## src/rtl/lbb_pkg.sv

```systemverilog
package lbb_pkg;

  // Peripheral pin configuration codes; other codes are reserved
  localparam logic [2:0] PCFG_HOST_STRAP_A_ALL = 3'h0;
  localparam logic [2:0] PCFG_GP_HI     = 3'h2;
  localparam logic [2:0] PCFG_SSC_MUX   = 3'h3;
  localparam logic [2:0] PCFG_GP_MUX    = 3'h4;

  localparam logic [3:0] CYCLE_WAIT_COUNT_MAX   = 4'hf;
  localparam logic [3:0] CYCLE_WAIT_COUNT_RST   = 4'hf;
  localparam logic [2:0] RDY_WS_RST = 3'h0;
  // Shortest strobe, in local clocks
  localparam logic [4:0] STRB_MIN   = 5'h2;
  localparam logic [1:0] BEAT_LAST16 = 2'h1;
  localparam logic [1:0] BEAT_LAST8  = 2'h3;
  localparam logic [1:0] LANES_ALL   = 2'h3;
  localparam logic [1:0] LANE_LO     = 2'h1;
  localparam logic [1:0] LANE_HI     = 2'h2;
  // System clocks per local clock
  localparam int LCLK_DIV_DEF = 4;

  typedef struct packed {
    logic        valid;
    logic        write;
    logic        burst;
    logic [15:0] addr;
    logic [31:0] wdata;
  } lbb_pci_req_t;

  typedef struct packed {
    logic        ack;
    logic        retry;
    logic        disc;
    logic [31:0] rdata;
  } lbb_pci_rsp_t;

  typedef struct packed {
    logic       width16;
    logic [3:0] cycle_wait_count;
    logic       ready_wait_enable;
    logic [2:0] rdy_ws;
    logic       arb_slave;
  } lbb_lcfg_t;

  localparam lbb_lcfg_t LCFG_RST = '{width16: 1'b1,
                                     cycle_wait_count: CYCLE_WAIT_COUNT_RST,
                                     ready_wait_enable: 1'b0,
                                     rdy_ws: RDY_WS_RST,
                                     arb_slave: 1'b0};

  typedef enum logic [2:0] {
    ST_IDLE, ST_ARB, ST_ALE, ST_ADR, ST_STRB, ST_RDYW, ST_END, ST_HOLD
  } lbb_state_t;

endpackage

```

## src/rtl/lbb_bridge.sv

```systemverilog
`timescale 1ns/1ps
module lbb_bridge #(
  parameter int LCLK_DIV = lbb_pkg::LCLK_DIV_DEF
) (
  input  wire logic                 clk,
  input  wire logic                 arst_n,
  input  wire lbb_pkg::lbb_pci_req_t pci_req,
  output lbb_pkg::lbb_pci_rsp_t     pci_rsp,
  input  wire logic [2:0]           periph_pin_config,
  input  wire lbb_pkg::lbb_lcfg_t   local_bus_config,
  input  wire logic                 host_strap_a,
  output logic                      host_mode,
  output logic [31:0]               host_addr,
  output logic                      addr_latch_strobe,
  output logic                      local_read_strobe_n,
  output logic                      local_write_strobe_n,
  output logic                      strobe_oe,
  input  wire logic                 local_ready_n,
  output logic                      lbus_req,
  input  wire logic                 lbus_gnt,
  input  wire logic                 ext_hold_req,
  output logic                      ext_hold_ack,
  output logic                      lbi_busy,
  output logic                      rd_data_held,
  input  wire logic [15:0]          gp_io_port_o,
  input  wire logic [15:0]          gp_io_port_oe,
  output logic [15:0]               gp_io_port_i,
  input  wire logic [7:0]           sync_serial_port_o,
  input  wire logic [7:0]           sync_serial_port_oe,
  output logic [7:0]                sync_serial_port_i,
  input  wire logic [31:0]          pin_i,
  output logic [31:0]               pin_o,
  output logic [31:0]               pin_oe
);
  import lbb_pkg::*;

  localparam logic [7:0] DIV_TOP = 8'(LCLK_DIV - 1);

  //////////////////////////////////////////////////////////////////////////
  // Reset release, strap capture, configuration, local clock enable

  logic        rst_s1_q;
  logic        rst_n;
  logic        strap_done_q;
  logic        strap_q;
  logic [2:0]  pcfg_q;
  lbb_lcfg_t   lcfg_q;
  logic [7:0]  div_q;
  logic [7:0]  div_d;
  logic        lclk_en;
  logic        rdy_s1_q;
  logic        rdy_s2_q;
  logic [31:0] host_addr_q;

  always_ff @(posedge clk or negedge arst_n) begin
    if (!arst_n) begin
      rst_s1_q <= 1'b0;
      rst_n    <= 1'b0;
    end else begin
      rst_s1_q <= 1'b1;
      rst_n    <= rst_s1_q;
    end
  end

  assign lclk_en = (div_q == DIV_TOP);
  assign div_d   = lclk_en ? 8'h00 : div_q + 8'h01;

  always_ff @(posedge clk or negedge rst_n) begin
    if (!rst_n) begin
      strap_done_q <= 1'b0;
      strap_q      <= 1'b0;
      pcfg_q       <= PCFG_HOST_STRAP_A_ALL;
      lcfg_q       <= LCFG_RST;
      div_q        <= 8'h00;
      rdy_s1_q     <= 1'b1;
      rdy_s2_q     <= 1'b1;
      host_addr_q  <= '0;
    end else begin
      strap_done_q <= 1'b1;
      if (!strap_done_q) begin
        strap_q <= host_strap_a;
      end
      pcfg_q      <= periph_pin_config;
      lcfg_q      <= local_bus_config;
      div_q       <= div_d;
      rdy_s1_q    <= local_ready_n;
      rdy_s2_q    <= rdy_s1_q;
      host_addr_q <= strap_q ? pin_i : '0;
    end
  end

  assign host_mode = strap_q;
  assign host_addr = host_addr_q;

  logic lbi_en;
  logic mux_mode;

  assign mux_mode = (pcfg_q == PCFG_SSC_MUX) || (pcfg_q == PCFG_GP_MUX);
  assign lbi_en   = !strap_q && (mux_mode || pcfg_q == PCFG_HOST_STRAP_A_ALL ||
                                 pcfg_q == PCFG_GP_HI);

  //////////////////////////////////////////////////////////////////////////
  // Transfer control and local bus sequencing

  lbb_state_t  state_q;
  lbb_state_t  state_d;
  logic        wr_op_q;
  logic        wr_op_d;
  logic        held_q;
  logic        held_d;
  logic [15:0] base_q;
  logic [15:0] base_d;
  logic [15:0] held_addr_q;
  logic [15:0] held_addr_d;
  logic [31:0] wbuf_q;
  logic [31:0] wbuf_d;
  logic [31:0] rbuf_q;
  logic [31:0] rbuf_d;
  logic [1:0]  beat_q;
  logic [1:0]  beat_d;
  logic [4:0]  cnt_q;
  logic [4:0]  cnt_d;
  logic [15:0] la_q;
  logic [15:0] la_d;
  logic [15:0] ld_o_q;
  logic [15:0] ld_o_d;
  logic [1:0]  ld_oe_q;
  logic [1:0]  ld_oe_d;
  logic        ale_q;
  logic        ale_d;
  logic        rd_n_q;
  logic        rd_n_d;
  logic        wr_n_q;
  logic        wr_n_d;

  logic [15:0] cur_addr;
  logic [15:0] wr_lane;
  logic [15:0] ld_i;
  logic        last_beat;
  logic        drive;

  assign cur_addr  = lcfg_q.width16 ? base_q + {13'h0, beat_q, 1'b0}
                                    : base_q + {14'h0, beat_q};
  assign wr_lane   = lcfg_q.width16 ? wbuf_q[beat_q[0]*16 +: 16]
                                    : {8'h00, wbuf_q[beat_q*8 +: 8]};
  assign last_beat = lcfg_q.width16 ? (beat_q == BEAT_LAST16)
                                    : (beat_q == BEAT_LAST8);

  always_comb begin
    state_d     = state_q;
    wr_op_d     = wr_op_q;
    held_d      = held_q;
    base_d      = base_q;
    held_addr_d = held_addr_q;
    wbuf_d      = wbuf_q;
    rbuf_d      = rbuf_q;
    beat_d      = beat_q;
    cnt_d       = cnt_q;
    la_d        = la_q;
    ld_o_d      = ld_o_q;
    ld_oe_d     = ld_oe_q;
    ale_d       = ale_q;
    rd_n_d      = rd_n_q;
    wr_n_d      = wr_n_q;
    pci_rsp       = '0;
    pci_rsp.rdata = rbuf_q;

    // Host side: one DWORD per transaction
    if (pci_req.valid) begin
      if (!lbi_en) begin
        pci_rsp.ack = 1'b1;
      end else if (pci_req.write) begin
        if (state_q == ST_IDLE) begin
          pci_rsp.ack = 1'b1;
          wbuf_d      = pci_req.wdata;
          base_d      = {pci_req.addr[15:2], 2'b00};
          wr_op_d     = 1'b1;
          beat_d      = '0;
          state_d     = ST_ARB;
        end else begin
          pci_rsp.retry = 1'b1;
        end
      end else if (held_q && pci_req.addr == held_addr_q) begin
        pci_rsp.ack = 1'b1;
        held_d      = 1'b0;
      end else begin
        pci_rsp.retry = 1'b1;
        if (state_q == ST_IDLE) begin
          base_d  = {pci_req.addr[15:2], 2'b00};
          wr_op_d = 1'b0;
          held_d  = 1'b0;
          beat_d  = '0;
          state_d = ST_ARB;
        end
      end
      pci_rsp.disc = pci_rsp.ack && pci_req.burst;
    end

    if (lclk_en) begin
      unique case (state_q)
        ST_IDLE: begin
          if (ext_hold_req && !lcfg_q.arb_slave && pci_rsp.ack == 1'b0
              && state_d == ST_IDLE) begin
            state_d = ST_HOLD;
          end
        end
        ST_HOLD: begin
          if (!ext_hold_req) begin
            state_d = ST_IDLE;
          end
        end
        ST_ARB: begin
          if (!lcfg_q.arb_slave || lbus_gnt) begin
            state_d = mux_mode ? ST_ALE : ST_STRB;
          end
        end
        ST_ALE: begin
          state_d = ST_ADR;
        end
        ST_ADR: begin
          state_d = ST_STRB;
        end
        ST_STRB: begin
          if (cnt_q != '0) begin
            cnt_d = cnt_q - 5'h01;
          end else if (lcfg_q.ready_wait_enable) begin
            cnt_d   = {2'b00, lcfg_q.rdy_ws};
            state_d = ST_RDYW;
          end else begin
            state_d = ST_END;
          end
        end
        ST_RDYW: begin
          if (cnt_q != '0) begin
            cnt_d = cnt_q - 5'h01;
          end else if (!rdy_s2_q) begin
            state_d = ST_END;
          end
        end
        ST_END: begin
          beat_d = beat_q + 2'h1;
          if (last_beat) begin
            state_d = ST_IDLE;
            if (!wr_op_q) begin
              held_d      = 1'b1;
              held_addr_d = base_q;
            end
          end else begin
            state_d = mux_mode ? ST_ALE : ST_STRB;
          end
        end
        default: state_d = ST_IDLE;
      endcase

      // Pin values for the state being entered
      if (state_d == ST_ALE && state_q != ST_ALE) begin
        ale_d   = 1'b1;
        ld_o_d  = cur_addr_next(state_q == ST_END);
        ld_oe_d = LANES_ALL;
      end
      if (state_d == ST_ADR) begin
        ale_d = 1'b0;
      end
      if (state_d == ST_STRB && state_q != ST_STRB) begin
        cnt_d = (STRB_MIN - 5'h01)
              + {1'b0, CYCLE_WAIT_COUNT_MAX - lcfg_q.cycle_wait_count};
        if (mux_mode) begin
          // Address leaves the shared pins on the edge the strobe falls; 8-bit mode keeps its upper byte on LANE_HI
          ld_oe_d = lcfg_q.width16 ? 2'b00 : LANE_HI;
          ld_o_d  = lcfg_q.width16 ? 16'h0000
                                   : {ld_o_q[15:8], 8'h00};
        end else begin
          la_d    = cur_addr_next(state_q == ST_END);
          ld_oe_d = 2'b00;
        end
        if (wr_op_q) begin
          ld_o_d  = lcfg_q.width16 ? 16'h0000 : {ld_o_d[15:8], 8'h00};
          ld_o_d  = ld_o_d | wr_lane_next(state_q == ST_END);
          ld_oe_d = lcfg_q.width16 ? LANES_ALL
                                   : (ld_oe_d | LANE_LO);
          wr_n_d  = 1'b0;
        end else begin
          rd_n_d = 1'b0;
        end
      end
      if (state_d == ST_END && state_q != ST_END) begin
        rd_n_d = 1'b1;
        wr_n_d = 1'b1;
        if (!wr_op_q) begin
          if (lcfg_q.width16) begin
            rbuf_d[beat_q[0]*16 +: 16] = ld_i;
          end else begin
            rbuf_d[beat_q*8 +: 8] = ld_i[7:0];
          end
        end
      end
      if (state_d == ST_IDLE && state_q == ST_END && !wr_op_q) begin
        ld_oe_d = 2'b00;
      end
    end
  end

  // Address and data of the beat to be run: the next one when adv is set, else the current one
  function automatic logic [15:0] cur_addr_next(input logic adv);
    logic [1:0] b;
    b = adv ? beat_q + 2'h1 : beat_q;
    cur_addr_next = lcfg_q.width16 ? base_q + {13'h0, b, 1'b0}
                                   : base_q + {14'h0, b};
  endfunction

  function automatic logic [15:0] wr_lane_next(input logic adv);
    logic [1:0] b;
    b = adv ? beat_q + 2'h1 : beat_q;
    wr_lane_next = lcfg_q.width16 ? wbuf_q[b[0]*16 +: 16]
                                  : {8'h00, wbuf_q[b*8 +: 8]};
  endfunction

  always_ff @(posedge clk or negedge rst_n) begin
    if (!rst_n) begin
      state_q     <= ST_IDLE;
      wr_op_q     <= 1'b0;
      held_q      <= 1'b0;
      base_q      <= '0;
      held_addr_q <= '0;
      wbuf_q      <= '0;
      rbuf_q      <= '0;
      beat_q      <= '0;
      cnt_q       <= '0;
      la_q        <= '0;
      ld_o_q      <= '0;
      ld_oe_q     <= 2'b00;
      ale_q       <= 1'b0;
      rd_n_q      <= 1'b1;
      wr_n_q      <= 1'b1;
    end else begin
      state_q     <= state_d;
      wr_op_q     <= wr_op_d;
      held_q      <= held_d;
      base_q      <= base_d;
      held_addr_q <= held_addr_d;
      wbuf_q      <= wbuf_d;
      rbuf_q      <= rbuf_d;
      beat_q      <= beat_d;
      cnt_q       <= cnt_d;
      la_q        <= la_d;
      ld_o_q      <= ld_o_d;
      ld_oe_q     <= ld_oe_d;
      ale_q       <= ale_d;
      rd_n_q      <= rd_n_d;
      wr_n_q      <= wr_n_d;
    end
  end

  //////////////////////////////////////////////////////////////////////////
  // Pin drive and sharing

  // Bus released while held by another master or, as slave, when idle or waiting in ST_ARB for the grant
  assign drive = lbi_en && (state_q != ST_HOLD) &&
                 !(lcfg_q.arb_slave && (state_q == ST_IDLE ||
                                        state_q == ST_ARB));

  assign addr_latch_strobe    = ale_q;
  assign local_read_strobe_n  = rd_n_q;
  assign local_write_strobe_n = wr_n_q;
  assign strobe_oe            = drive;
  assign lbus_req     = lcfg_q.arb_slave && state_q != ST_IDLE &&
                        state_q != ST_HOLD;
  assign ext_hold_ack = (state_q == ST_HOLD);
  assign lbi_busy     = (state_q != ST_IDLE) && (state_q != ST_HOLD);
  assign rd_data_held = held_q;

  lbb_pin_mux u_pin_mux (
    .strap_q (strap_q),
    .pcfg    (pcfg_q),
    .la      (la_q),
    .la_oe   (drive),
    .ld_o    (ld_o_q),
    .ld_oe   (ld_oe_q & {2{drive}}),
    .gp_o    (gp_io_port_o),
    .gp_oe   (gp_io_port_oe),
    .ssc_o   (sync_serial_port_o),
    .ssc_oe  (sync_serial_port_oe),
    .pin_i   (pin_i),
    .pin_o   (pin_o),
    .pin_oe  (pin_oe),
    .ld_i    (ld_i),
    .gp_i    (gp_io_port_i),
    .ssc_i   (sync_serial_port_i)
  );

  // Unused view kept for readability of the beat arithmetic
  logic unused_ok;
  assign unused_ok = ^{cur_addr, wr_lane};

endmodule

```

## src/rtl/lbb_pin_mux.sv

```systemverilog
`timescale 1ns/1ps
module lbb_pin_mux (
  input  wire logic        strap_q,
  input  wire logic [2:0]  pcfg,
  input  wire logic [15:0] la,
  input  wire logic        la_oe,
  input  wire logic [15:0] ld_o,
  input  wire logic [1:0]  ld_oe,
  input  wire logic [15:0] gp_o,
  input  wire logic [15:0] gp_oe,
  input  wire logic [7:0]  ssc_o,
  input  wire logic [7:0]  ssc_oe,
  input  wire logic [31:0] pin_i,
  output logic      [31:0] pin_o,
  output logic      [31:0] pin_oe,
  output logic      [15:0] ld_i,
  output logic      [15:0] gp_i,
  output logic      [7:0]  ssc_i
);
  import lbb_pkg::*;

  // Pin groups: [31:16] data, [15:8] upper, [7:0] lower
  always_comb begin
    pin_o  = '0;
    pin_oe = '0;
    ld_i   = pin_i[31:16];
    gp_i   = pin_i[15:0];
    ssc_i  = pin_i[7:0];
    if (!strap_q) begin
      unique case (pcfg)
        PCFG_HOST_STRAP_A_ALL: begin
          pin_o  = {ld_o, la};
          pin_oe = {{8{ld_oe[1]}}, {8{ld_oe[0]}}, {16{la_oe}}};
        end
        PCFG_GP_HI: begin
          pin_o  = {ld_o, gp_o[15:8], la[7:0]};
          pin_oe = {{8{ld_oe[1]}}, {8{ld_oe[0]}}, gp_oe[15:8],
                    {8{la_oe}}};
        end
        PCFG_SSC_MUX: begin
          pin_o  = {ld_o, gp_o[15:8], ssc_o};
          pin_oe = {{8{ld_oe[1]}}, {8{ld_oe[0]}}, gp_oe[15:8], ssc_oe};
        end
        PCFG_GP_MUX: begin
          pin_o  = {ld_o, gp_o};
          pin_oe = {{8{ld_oe[1]}}, {8{ld_oe[0]}}, gp_oe};
        end
        default: begin
          // Reserved codes leave every shared pin floating
          pin_o  = '0;
          pin_oe = '0;
        end
      endcase
    end
  end

endmodule

```

## config.mk

```make
export PLATFORM = sky130hd
export DESIGN_NAME = lbb_bridge
export DESIGN_NICKNAME = d
export VERILOG_FILES = /design/src/rtl/lbb_pkg.sv /design/src/rtl/lbb_bridge.sv /design/src/rtl/lbb_pin_mux.sv
export SDC_FILE = /design/constraint.sdc
export NUM_CORES = 1
export LEC_CHECK = 0
export ABC_AREA = 1
export BUFFER_PORTS_ARGS = -buffer_cell sky130_fd_sc_hd__buf_4
export CORE_UTILIZATION = 41
export CTS_BUF_LIST = sky130_fd_sc_hd__clkbuf_16
export CTS_CLUSTER_DIAMETER = 120
export CTS_CLUSTER_SIZE = 28
export DETAILED_ROUTE_END_ITERATION = 16
export PLACE_DENSITY = 0.65
export SKIP_CTS_REPAIR_TIMING = 1
export SLEW_MARGIN = 20
export SYNTH_ARGS = -nofsm -noshare
export SYNTH_HDL_FRONTEND = slang
export SYNTH_HIERARCHICAL = 1
export SYNTH_SLANG_ARGS = --single-unit
```

## constraint.sdc

```tcl
create_clock -name clk -period 6.9 [get_ports clk]
set_clock_uncertainty 0.15 [all_clocks]
set_input_delay 0.69 -clock clk [delete_from_list [all_inputs] [get_ports clk]]
set_output_delay 0.69 -clock clk [all_outputs]
set_load 0.01 [all_outputs]
```

==> impl_metrics.py <==
metrics = {
    "synthesis": {
        "seq_area_frac_synth_pct": 44.0,
        "syn_area_sq_um": 11400,
        "synth_seq_cells": 200,
        "synth_common_cells": "nand2_1, inv_1, dfrtp_1",
        "postSynthCellCount": 1535,
        "synth_area_per_cell_sq_um": 7.43,
        "yosys.area.top_type": "dfrtp_1",
        "yosys_warnings": 6,
        "yosysMostFrequentCell": "nand2_1",
        "synth_top_area_share_pct": 41.9,
        "ys_types": 44,
        "async_flop_share_pct": 100,
        "synth_edf_count": 0,
        "ys_top_cells_by_area": "dfrtp_1, nand2_1, inv_1, o21ai_0, buf_4",
        "synth_flop_cell": "dfrtp_1",
    },
    "final_layout": {
        "multi_input_area_sq_um": 4900,
        "fin_area_sq_um": 14200,
        "diodes": 0,
        "drive_gt1_share_pct": 24.1,
        "seq_area_sq_um": 5020,
        "nNetsFinal": 1919,
        "area_delta_synth_final_pct": 24.6,
        "finish.utilization_pct": 52.4,
        "filler_cell_count": 2688,
    },
    "power": {
        "peakVddDrop_uv": 201,
        "netSwitchingFraction_pct": 41.8,
        "powerDensity_nw_per_um2": 321,
        "p_int_mw": 2.66,
        "power.switching_mw": 1.91,
        "clkPwrFrac_pct": 22.6,
        "seq_power_share_pct": 38.7,
        "p_leak_nw": 7.72,
        "combPwrFrac_pct": 38.7,
    },
    "global_route": {
        "grt_max_degree": 159,
        "grt_pass1_wl_microns": 51500,
        "grtUsageTotal_pct": 22.8,
        "first_global_vias": 10036,
        "grt-ovfl-total": 0,
        "antenna_found_initial": 0,
    },
    "die": {
        "dieHeight_microns": 169,
        "ios": 314,
        "die_area_sq_um": 28500,
        "core_sq_um": 27100,
        "start_util_pct": 42.1,
        "die_x_microns": 169,
        "fp-row-count": 60,
    },
    "worst_setup_path": {
        "crit_path_end_kind": "flop",
        "cpLargestDelayFamily": "simple AND/OR/NAND/NOR gates",
        "required_ns": 7.07,
        "path_common_cell": "nand2_1",
        "critical_path_arrival_ns": 4.42,
        "slowest_stage": "dfrtp_1",
        "cp_max_fo": 34,
        "path_cells": "inv_1, nand2_1, a21oi_1, inv_1, nor3_2, nand2_1, nand3_1, nand2_1, nand2_1, nand2_2, nand3_4, nor2_2, nand2_2, nand2_1, o21ai_2",
        "slowest_delay_ns": 0.95,
        "path_buf_inv": 2,
        "critPathKind": "flop to flop",
        "worstSetupStartpointType": "flop",
    },
    "clocking": {
        "worst_skew_pair.late_latency_ns": 0.45,
        "cts_tree": "yes",
        "cts_buffers": 17,
        "ctsRootBufferMaster": "clkbuf_16",
        "h-tree-depth": 4,
        "clkSinkCount": 200,
        "clk_path_buf_depth": 2,
        "clkTransAtPathRegs_ns": 0.08,
    },
    "placed_design": {
        "place_area_sq_um": 13600,
        "dp_hpwl_microns": 23600,
        "portBuffers": 313,
        "gp_congestion": 0.906,
    },
    "sta": {
        "max_freq_ghz": 0.236,
        "relSlewSlack_pct": 30.3,
        "fin_crit_ns": 4.25,
        "setup_viol": 0,
        "setup_tns_ns": 0,
        "worstMarginPinSlew_ns": 1.04,
        "fin_crit_sh_pct": 61.5,
        "slew_viol_final": 0,
        "hold_violations": 0,
        "rsz0062_at_grt": "no",
    },
    "flow_run": {
        "maxCapViolCount": 0,
    },
    "drt": {
        "drt_wl_total_microns": 32300,
        "via_per_inst": 4.91,
        "drc_errors": 0,
        "first_iter_violations": 680,
        "first_pass_iters": 8,
        "vias": 10535,
        "antenna_left": 0,
        "post_drt_wl_per_cell_microns": 15.0,
    },
    "worst_hold_path": {
        "hold_class": "flop to async pin",
    },
    "outcome": {
        "status": "finished clean",
    },
}
==> final timing paths <==
path	start	to	slack (ns)	cells past startpoint
max in group asynchronous	rst_n	host_mode	5.11	1
setup / recovery	pcfg_q[1]	la_q[11]	2.65	15
hold / removal	rst_n	wbuf_q[30]	0.17	0
hold reg to reg	rst_n	wbuf_q[30]	0.17	0
min in group clk	local_bus_config[7]	lcfg_q[7]	0.20	1
setup reg to reg	pcfg_q[1]	la_q[11]	2.65	15
==> per-stage QoR <==
stage | hold WS (ns) | worst slack [ns] | power, mW | instances
global placement | 0.185 | 2.68 | 3.49 | 2112
global route | 0.178 | 2.15 | 4.89 | 2145
detailed placement | 0.188 | 2.63 | 3.53 | 2112
finish | 0.168 | 2.65 | 4.56 | 2145
CTS | -0.155 | 2.69 | 4.57 | 2144
floorplan | 0.181 | 0.780 | 2.93 | 1536
==> flip-flops by register name, indices dropped and copies added, names as in the netlist, 2 cells and up <==
| signal | cells |
|---|---|
| cnt_q | 5 |
| host_addr | 32 |
| wbuf_q | 32 |
| lcfg_q | 10 |
| held_addr_q | 14 |
| rbuf_q | 32 |
| la_q | 16 |
| pcfg_q | 3 |
| div_q | 8 |
| state_q | 3 |
| beat_q | 2 |
| ld_o_q | 16 |
| ld_oe_q | 2 |
| base_q | 14 |
==> final cells by class <==
class | instances | share of cell area [%]
inverters | 211 | 5.57
multi-input cells | 1009 | 34.5
flip-flops and latches | 200 | 35.3
well taps | 372 | 3.28
repair buffers | 321 | 17.1
clock inverters | 15 | 1.28
clock buffers | 17 | 2.99
==> layout by cell type (no fill, tap or decap), drive strengths merged, types with 17 or more instances in the layout <==
master	netlist	final
dfrtp	191	191
inv	207	214
clkbuf	31	17
nand4	41	41
nand2	490	490
mux2	24	24
nand3	67	67
nor2	115	115
buf	85	320
a21oi	69	69
o21ai	123	123
o22ai	17	17
==> per-layer routing <==
layer | track usage (%) | wire, microns
met4 | 6.44 | 556
met5 | 0 | 0
met2 | 38.3 | 15800
met1 | 30.2 | 14100
met3 | 4.07 | 1770
==> worst register-to-register path: stages (launching register included) <==
cell and delay [ns]:
dfrtp_1 0.95, inv_1 0.14, nand2_1 0.10, a21oi_1 0.09, inv_1 0.17, nor3_2 0.07, nand2_1 0.63, nand3_1 0.15
nand2_1 0.10, nand2_1 0.06, nand2_2 0.33, nand3_4 0.44, nor2_2 0.22, nand2_2 0.30, nand2_1 0.18, o21ai_2 0.07
==> power by group through the flow <==
stage	clock (mW)	sequential [mW]	combinational [mW]
after detailed placement	0	1.78	1.74
after floorplan	0	1.70	1.23
final	1.03	1.77	1.77
after global routing	1.10	1.81	1.98
after CTS	1.05	1.76	1.76
after global placement	0	1.78	1.71
==> logic make-up (layout without fill, tap and decap cells) <==
group | count (synthesis) | in the layout | synth area share, %
multiplexers | 24 | 24 | 2.37
adder cells (fa/ha/maj) | 9 | 9 | 0.987
buffers and inverters | 327 | 564 | 13.2
AO/OA/AOI/OAI | 222 | 222 | 10.7
other | 1 | 2 | 0.0329
XOR/XNOR | 22 | 22 | 1.69
flip-flops | 200 | 200 | 44.0
AND/OR/NAND/NOR | 730 | 730 | 27.1
No activity file was read; power rests on OpenSTA's default activity.
